==> src/hw/pcg_map.svh <==
// Address map, field positions, reset values and masks of the peripheral clock gate bank
`ifndef PCG_MAP_SVH
`define PCG_MAP_SVH

// ****************************************************************
// Register offsets (byte addresses on the register port)
// ****************************************************************
`define PCG_ADDR_W          16
`define PCG_GATE_FOUR_OFS   16'h1034
`define PCG_GATE_STAT_OFS   16'h1134

// ****************************************************************
// Gate bit positions in the gate register
// ****************************************************************
`define PCG_POS_TWO_WIRE_A  6
`define PCG_POS_TWO_WIRE_B  7
`define PCG_POS_ASYNC_A     10
`define PCG_POS_ASYNC_B     11
`define PCG_POS_ASYNC_C     12
`define PCG_POS_USB         18
`define PCG_POS_COMPARATOR  19
`define PCG_POS_SERIAL_A    22
`define PCG_POS_SERIAL_B    23

// ****************************************************************
// Masks and reset values
// ****************************************************************
`define PCG_RSV_ONES        32'hF000_0030
`define PCG_WR_MASK         32'h00CC_1CC0
`define PCG_GATE_RST        32'h0000_0000
`define PCG_NUM_GATES       9

`endif

==> src/hw/pcg_pkg.sv <==
// Types shared by the peripheral clock gate bank
package pcg_pkg;

  // ****************************************************************
  // Per-gate sequencer states, one-hot
  // ****************************************************************
  typedef enum logic [3:0] {
    pcg_st_off     = 4'b0001,  // Clock withheld, steady
    pcg_st_rise    = 4'b0010,  // Clock just enabled, dwell cycle
    pcg_st_on      = 4'b0100,  // Clock delivered, steady
    pcg_st_fall    = 4'b1000   // Clock just stopped, dwell cycle
  } pcg_gate_e;

  // One enable per gated peripheral, index order low bit first
  typedef logic [8:0]  pcg_gate_vec_t;
  typedef logic [31:0] pcg_word_t;

endpackage

==> src/hw/pcg_gate_cell.sv <==
// One glitch-free clock enable sequencer for a single peripheral
module pcg_gate_cell (
  // Clock and reset
  input  wire logic clk,
  input  wire logic rstn,
  // Requested state from the gate register
  input  wire logic req,
  // Registered enable towards the peripheral clock gate
  output logic      en_ff
);

  // ****************************************************************
  // Sequencer
  // ****************************************************************
  pcg_pkg::pcg_gate_e state_ff;  // Current state
  pcg_pkg::pcg_gate_e nxt_state; // Next state

  // Each change of the enable is held for two cycles, so rapid software
  // toggling can never produce a runt enable pulse at the gate
  always_comb begin
    nxt_state = state_ff;
    case (state_ff)
      pcg_pkg::pcg_st_off:  if (req) nxt_state = pcg_pkg::pcg_st_rise;
      pcg_pkg::pcg_st_rise: nxt_state = pcg_pkg::pcg_st_on;
      pcg_pkg::pcg_st_on:   if (!req) nxt_state = pcg_pkg::pcg_st_fall;
      pcg_pkg::pcg_st_fall: nxt_state = pcg_pkg::pcg_st_off;
      default:              nxt_state = pcg_pkg::pcg_st_off;
    endcase
  end

  // State register, every gate starts off
  always_ff @(posedge clk) begin
    if (!rstn) state_ff <= pcg_pkg::pcg_st_off;
    else       state_ff <= nxt_state;
  end

  // Enable comes straight from a flop, so it moves only after a rising edge
  always_ff @(posedge clk) begin
    if (!rstn) en_ff <= 1'b0;
    else       en_ff <= (nxt_state == pcg_pkg::pcg_st_rise) || (nxt_state == pcg_pkg::pcg_st_on);
  end
endmodule

==> src/hw/pcg_rd_port.sv <==
// Read data register of the gate bank register port
module pcg_rd_port (
  // Clock and reset
  input  wire logic               clk,
  input  wire logic               rstn,
  // Read strobe and selected word
  input  wire logic               rd,
  input  wire pcg_pkg::pcg_word_t rd_word,
  // Registered read data
  output pcg_pkg::pcg_word_t      rdata_ff
);

  // ****************************************************************
  // Read data register
  // ****************************************************************
  // Data stand only in the cycle after the strobe, zero otherwise,
  // which keeps stale register contents off the shared read bus
  always_ff @(posedge clk) begin
    if (!rstn)   rdata_ff <= 32'h0000_0000;
    else if (rd) rdata_ff <= rd_word;
    else         rdata_ff <= 32'h0000_0000;
  end

endmodule

==> src/hw/pcg_gate_bank.sv <==
// Peripheral clock gate bank: gate register, readback and per-peripheral enables
//
// Operation
// - Reserved bits 31-28, 5-4 read one
// - Other reserved bits read zero, writes ignored
// - Bit 23 gates second serial peripheral
// - Bit 22 gates first serial peripheral
// - Bit 19 gates comparator clock
// - Bit 18 gates USB unit clock
// - Bit 12 gates third async serial
// - Bit 11 gates second async serial
// - Bit 10 gates first async serial
// - Bit 7 gates second two-wire unit
// - Bit 6 gates first two-wire unit
`include "pcg_map.svh"

module pcg_gate_bank #(
  parameter int ADDR_W = `PCG_ADDR_W  // Register port address width
) (
  // Clock and reset
  input  wire logic              clk,
  input  wire logic              rstn,
  // Register port
  input  wire logic [ADDR_W-1:0] reg_addr,
  input  wire logic [31:0]       reg_wdata,
  input  wire logic              reg_wr,
  input  wire logic              reg_rd,
  output logic [31:0]            reg_rdata,
  // Peripheral clock enables
  output logic                   two_wire_a_gate,
  output logic                   two_wire_b_gate,
  output logic                   async_serial_a_gate,
  output logic                   async_serial_b_gate,
  output logic                   async_serial_c_gate,
  output logic                   usb_unit_gate,
  output logic                   comparator_gate,
  output logic                   serial_periph_a_gate,
  output logic                   serial_periph_b_gate
);

  // ****************************************************************
  // Helper functions
  // ****************************************************************
  // Gather the gate bits of a register word into the enable vector
  function automatic pcg_pkg::pcg_gate_vec_t word_to_vec(input pcg_pkg::pcg_word_t w);
    word_to_vec = {w[`PCG_POS_SERIAL_B], w[`PCG_POS_SERIAL_A],
                   w[`PCG_POS_COMPARATOR], w[`PCG_POS_USB],
                   w[`PCG_POS_ASYNC_C], w[`PCG_POS_ASYNC_B], w[`PCG_POS_ASYNC_A],
                   w[`PCG_POS_TWO_WIRE_B], w[`PCG_POS_TWO_WIRE_A]};
  endfunction

  // Scatter an enable vector back to its register positions,
  // reserved ones forced, all other reserved bits zero
  function automatic pcg_pkg::pcg_word_t vec_to_word(input pcg_pkg::pcg_gate_vec_t v);
    pcg_pkg::pcg_word_t w;
    w = `PCG_RSV_ONES;
    w[`PCG_POS_TWO_WIRE_A] = v[0];
    w[`PCG_POS_TWO_WIRE_B] = v[1];
    w[`PCG_POS_ASYNC_A]    = v[2];
    w[`PCG_POS_ASYNC_B]    = v[3];
    w[`PCG_POS_ASYNC_C]    = v[4];
    w[`PCG_POS_USB]        = v[5];
    w[`PCG_POS_COMPARATOR] = v[6];
    w[`PCG_POS_SERIAL_A]   = v[7];
    w[`PCG_POS_SERIAL_B]   = v[8];
    vec_to_word = w;
  endfunction

  // Address compare used for both strobes
  function automatic logic hit(input logic [ADDR_W-1:0] a, input logic [15:0] ofs);
    hit = (a == ADDR_W'(ofs));
  endfunction

  // ****************************************************************
  // Address decode
  // ****************************************************************
  logic gate_sel;  // Gate register addressed
  logic stat_sel;  // Live enable status addressed

  assign gate_sel = hit(reg_addr, `PCG_GATE_FOUR_OFS);
  assign stat_sel = hit(reg_addr, `PCG_GATE_STAT_OFS);

  // ****************************************************************
  // Gate register
  // ****************************************************************
  pcg_pkg::pcg_gate_vec_t gate_ff;   // Software-requested enables
  pcg_pkg::pcg_gate_vec_t nxt_gate;  // Value after a write
  pcg_pkg::pcg_gate_vec_t live_vec;  // Enables actually at the outputs

  // Only the writable positions are kept; reserved write data is dropped
  assign nxt_gate = word_to_vec(reg_wdata & `PCG_WR_MASK);

  // Stored request bits, all gates off out of reset
  always_ff @(posedge clk) begin
    if (!rstn)                    gate_ff <= word_to_vec(`PCG_GATE_RST);
    else if (reg_wr && gate_sel)  gate_ff <= nxt_gate;
  end

  // ****************************************************************
  // Per-peripheral enable sequencers
  // ****************************************************************
  // One sequencer per gate; outputs come straight from the cell flops
  for (genvar g = 0; g < `PCG_NUM_GATES; g++) begin : g_cell
    pcg_gate_cell u_cell (
      .clk   (clk),
      .rstn  (rstn),
      .req   (gate_ff[g]),
      .en_ff (live_vec[g])
    );
  end

  assign two_wire_a_gate      = live_vec[0];
  assign two_wire_b_gate      = live_vec[1];
  assign async_serial_a_gate  = live_vec[2];
  assign async_serial_b_gate  = live_vec[3];
  assign async_serial_c_gate  = live_vec[4];
  assign usb_unit_gate        = live_vec[5];
  assign comparator_gate      = live_vec[6];
  assign serial_periph_a_gate = live_vec[7];
  assign serial_periph_b_gate = live_vec[8];

  // ****************************************************************
  // Read path
  // ****************************************************************
  pcg_pkg::pcg_word_t rd_word;  // Word selected by the read address

  // Gate register reads back the request; the status word shows what the
  // peripherals see, which lags a write by one cycle, two when the write lands in a dwell cycle
  always_comb begin
    if (gate_sel)      rd_word = vec_to_word(gate_ff);
    else if (stat_sel) rd_word = vec_to_word(live_vec);
    else               rd_word = 32'h0000_0000;
  end

  pcg_rd_port u_rd (
    .clk      (clk),
    .rstn     (rstn),
    .rd       (reg_rd),
    .rd_word  (rd_word),
    .rdata_ff (reg_rdata)
  );

  // ****************************************************************
  // Register port checks
  // ****************************************************************
  // Gate positions of the port words, gathered here apart from the helper
  // functions so the checks below do not lean on the logic they guard
  pcg_pkg::pcg_gate_vec_t chk_wr_bits;  // Gate positions of the write data
  pcg_pkg::pcg_gate_vec_t chk_rd_bits;  // Gate positions of the read data

  assign chk_wr_bits = {reg_wdata[`PCG_POS_SERIAL_B], reg_wdata[`PCG_POS_SERIAL_A],
                        reg_wdata[`PCG_POS_COMPARATOR], reg_wdata[`PCG_POS_USB],
                        reg_wdata[`PCG_POS_ASYNC_C], reg_wdata[`PCG_POS_ASYNC_B], reg_wdata[`PCG_POS_ASYNC_A],
                        reg_wdata[`PCG_POS_TWO_WIRE_B], reg_wdata[`PCG_POS_TWO_WIRE_A]};
  assign chk_rd_bits = {reg_rdata[`PCG_POS_SERIAL_B], reg_rdata[`PCG_POS_SERIAL_A],
                        reg_rdata[`PCG_POS_COMPARATOR], reg_rdata[`PCG_POS_USB],
                        reg_rdata[`PCG_POS_ASYNC_C], reg_rdata[`PCG_POS_ASYNC_B], reg_rdata[`PCG_POS_ASYNC_A],
                        reg_rdata[`PCG_POS_TWO_WIRE_B], reg_rdata[`PCG_POS_TWO_WIRE_A]};
endmodule

==> config.mk <==
export PLATFORM = sky130hd
export DESIGN_NAME = pcg_gate_bank
export DESIGN_NICKNAME = d
export VERILOG_FILES = /design/src/hw/pcg_pkg.sv /design/src/hw/pcg_gate_cell.sv /design/src/hw/pcg_rd_port.sv /design/src/hw/pcg_gate_bank.sv
export VERILOG_INCLUDE_DIRS = /design/src /design/src/hw
export SDC_FILE = /design/constraint.sdc
export NUM_CORES = 1
export LEC_CHECK = 0
export ABC_AREA = 1
export BUFFER_PORTS_ARGS = -buffer_cell sky130_fd_sc_hd__buf_2
export CORE_UTILIZATION = 52
export CTS_BUF_LIST = sky130_fd_sc_hd__clkbuf_8
export CTS_CLUSTER_SIZE = 24
export DETAILED_ROUTE_END_ITERATION = 10
export GPL_ROUTABILITY_DRIVEN = 1
export GPL_TIMING_DRIVEN = 0
export PLACE_DENSITY = 0.85
export SLEW_MARGIN = 5
export SYNTH_ARGS = -nofsm -noshare
export SYNTH_HDL_FRONTEND = slang
export SYNTH_SLANG_ARGS = --single-unit
==> constraint.sdc <==
create_clock -name clk -period 1.45 [get_ports clk]
set_clock_uncertainty 0.05 [all_clocks]
set_input_delay 0.2175 -clock clk [delete_from_list [all_inputs] [get_ports clk]]
set_output_delay 0.2175 -clock clk [all_outputs]
set_load 0.01 [all_outputs]
Yosys cells after proc, flatten, opt, wreduce, memory -nomap -nowiden. Cells that the tools add are included.

Muxes and demuxes: 29. Equality and inequality tests: 47. Reductions and logical operators: 12. Bitwise gates (word level): 2.

Operator list (number): 4-bit one-hot mux with 3 select lines (9); 4-bit by 2-bit equality test with 1-bit output, second input constant (18); 4-bit by 3-bit equality test with 1-bit output, second input constant (18); 4-bit 2-to-1 mux (18); 32-bit 2-to-1 mux (2); 4-bit by 1-bit equality test with 1-bit output, second input constant (9); 16-bit by 13-bit equality test with 1-bit output, second input constant (2); 1-bit logical OR (9); 3-bit OR reduction (1); 1-bit NOT (2); 2-bit AND reduction (1); 1-bit logical AND (1).

Output and inout port bits: 41. Logic and storage cells: 111. Register bits: 86. Input port bits: 52.

Logic depth before layout (Yosys ltp).
Depth in word-level cells: 4. Depth in mapped cells: 9. Gate-level depth less buffers: 9.

Modules after synthesis. Synthesis repeated with hierarchy kept, for this count alone.

Cells, all modules: 460. Area, all modules: 3739.8 um^2.

Modules (own cells, without submodules): pcg_gate_cell (sequential area each 100.1 um^2, cells an instance 26, area each 220.2 um^2, times used 9); pcg_rd_port (sequential area each 640.6 um^2, cells an instance 100, area each 1011.0 um^2, times used 1); pcg_gate_bank (sequential area each 180.2 um^2, cells an instance 126, area each 747.0 um^2, times used 1).

Worst setup path before layout. Ideal clock, no wire load.

Path kind: input to register. Start point: input port reg_addr[8]. End point: register gate_ff[0]. Buffers on the path: 2. Data arrival time: 0.992 ns. Setup time: 0.110 ns. Required time: 1.290 ns. Slack: 0.298 ns. Cell stages on the path: 8. Path through: nor2_1 -> nand2_2 -> nor2_4 -> buf_8 -> buf_8 -> nand4_1 -> nand2_1 -> nor2_1.

Cells in the longest elaborated chain, start to end: 2.

Ends and longest elaborated chain: start, declared (RTL line pcg_gate_bank.sv:24) `input wire logic [ADDR_W-1:0] reg_addr,`; 16-bit by 13-bit equality test with 1-bit output (RTL line pcg_gate_bank.sv:71) `hit = (a == ADDR_W'(ofs));`; 1-bit logical AND (RTL line pcg_gate_bank.sv:96) `else if (reg_wr && gate_sel) gate_ff <= nxt_gate;`; end signal, assigned (RTL line pcg_gate_bank.sv:95) `` if (!rstn) gate_ff <= word_to_vec(`PCG_GATE_RST); ``; end signal, assigned (RTL line pcg_gate_bank.sv:96); end, declared (RTL line pcg_gate_bank.sv:86) `pcg_pkg::pcg_gate_vec_t gate_ff;`.

No other way between the ends. A chain may end at the register's enable or synchronous reset.

==> metrics.txt <==
status complete, no violations; worst skew pair latency 340 ps; RePlAce Congestion 0.841; first-pass GRT wire length 10400 um; required time of the critical path 1180 ps; gr ovfl total 0; Syn Area/Cell 7.19 um^2; initial core utilization 54.9%; Main synth FF type dfxtp_1; total chip power 3680 uW; clock root cell clkbuf_8; CP Launch Type register; Worst Hold Depth 3; DRT Pass-1 Iters 5; Min Clock Period, post-route 1250 ps; Unique masters post-synth 25; nets@finish 527; final hold violation count 0; Slew Limit Fails 0; cell area power density 1050 nW/um^2; post-place setup slack 41.9 ps; slowest cell delay on critical path 410 ps; Synth area leader dfxtp_1; Synth area leaders dfxtp_1 (45%), nor2_1 (9.6%), nand2_1 (9.1%); RSZ-0062 raised after global routing no; antenna viol nets, final 0; Die Y 76.1 um; Post-CTS Hold Fix Bufs 0; CTS Sinks 64; Arr. time, crit path 980 ps; Ys Warns 0; post-DP HPWL 4490 um; Die X-Extent 76.1 um; Cell Count Post-Placement 534; CTS buffer count 9; Layout Utilization 67.1%; Final WS setup 201 ps; Slew @ Worst Pin 616 ps; slowest cell on the critical path dfxtp_1; Remaining DRCs 0; Max Clock Freq 0.800 GHz; setup TNS 0 ps; die area 5790 um^2; gr usage total 22.4%; post-synthesis async set-or-reset flop share 0%; worst path cell trace buf_4 > buf_2; critical path startpoint u_rd.rdata_ff[30]$_SDFF_PN0_; cells after synthesis 397; largest net degree at the start of global routing 11; number of global-route vias before repair 2473; Leakage 0.00188 uW; Post-Syn Area 2860 um^2; crit end category output pin; sequential-to-total area share from yosys stat 44.9%; max_slew headroom 58.9%; #FFs+latches synth 64; top cell type's share of synthesized area 44.9%; post-DR vias/cell 4.85; CP Class register to output pin; number of cell rows 26; final worst-path cycle share 86.2%; final setup vio count 0; IO buf count 51; most common cell in the netlist nor2_1; clock tree buffer depth 2; initial antenna violation count 0; post-cts resize count 0; layout cells sized above 1 22.3%; Syn-to-layout area delta 22.3%; r2r worst-path depth 6; vias 2665; Hold Path Class input pin to register; EDFF count, synth 0; Post-CTS Setup Repair Bufs 0; I/O pin count 93; Core ar. 5200 um^2; diode count 0; r2r startpoint g_cell[6].u_cell.state_ff[3]$_SDFF_PN0_; Iter 0 DRT Violations 177; wire per inst 11.4 um; Hold Crit Start reg_rd; Total Wirelength 6250 um; Post-Layout Cell Count 550; maximum fanout along the worst path 6; CTS tree yes; Max Cap Violations 0; most common library cells after synthesis nor2_1 (73), nand2_1 (69), inv_1 (67); Peak supply drop 1.02 mV; CTS HTree Levels 3; clock slew at reported path FFs 70 ps
## stage by stage
| step | cell area (um^2) | hold WS [ps] |
|---|---|---|
| floorplan | 2920 | 275 |
| global placement | 3260 | 405 |
| detailed placement | 3260 | 407 |
| CTS | 3490 | 85.1 |
| global route | 3490 | 98.1 |
| finish | 3490 | 99.2 |
## worst max-delay path: cells and delay by family, from the launching register on
family | cells | cell delay (ps)
DFF | 1 | 410
buffers and inverters | 2 | 240
## worst paths after layout
| check | end | slack (ps) |
|---|---|---|
| worst max-delay path | reg_rdata[5] | 200 |
| worst min-delay path | u_rd.rdata_ff[10]$_SDFF_PN0_ | 100 |
| worst max register to register | g_cell[6].u_cell.en_ff$_SDFF_PN0_ | 230 |
| worst min register to register | g_cell[5].u_cell.state_ff[3]$_SDFF_PN0_ | 420 |
## layer usage
| metal | vias to the layer above | share of wire (%) | track usage, % |
|---|---|---|---|
| met1 | 1217 | 41 | 24.8 |
| li1 | 1348 | - | - |
| met2 | 93 | 50 | 40.3 |
| met5 | - | 0 | 0 |
| met3 | 7 | 7.5 | 6.95 |
| met4 | 0 | 1.2 | 8.27 |
## cell usage in the layout, fill, tap and decap left out, types with 7 or more instances in the layout
master | netlist | layout
a21oi_1 | 7 | 7
buf_2 | 2 | 53
buf_4 | 22 | 22
clkbuf_8 | 0 | 12
conb_1 | 1 | 17
dfxtp_1 | 64 | 64
inv_1 | 67 | 69
nand2_1 | 69 | 69
nand3_1 | 30 | 30
nand4_1 | 17 | 17
nor2_1 | 73 | 73
nor3_1 | 7 | 7
o21ai_0 | 11 | 11
## state kept, by name, summed over array words and instances (netlist names)
name	cells
g_cell.u_cell.state_ff	36
g_cell.u_cell.en_ff	9
u_rd.rdata_ff	10
gate_ff	9
## cell families (layout without fill, tap and decap cells)
group	count (synthesis)	in the layout	share of synthesized area, %
other	1	17	0.131
AND/OR/NAND/NOR	208	208	33.2
flip-flops	64	64	44.9
buffers and inverters	101	168	17.3
AO/OA/AOI/OAI	23	23	4.51
## area by class of cell
class,count,area [um^2]
Fill cell,449,1710
Sequential cell,64,1280
Multi-Input combinational cell,248,1140
Inverter,70,263
Timing Repair Buffer,51,255
Buffer,31,231
Clock buffer,12,165
Tap cell,70,87.6
Clock inverter,4,67.6
## power by group
group	internal (uW)	switching, uW	total (uW)
Combinational	73.4	97.9	171
Clock	1100	650	1750
Sequential	1760	0.00655	1760
Power figures use the tool's default switching activity.
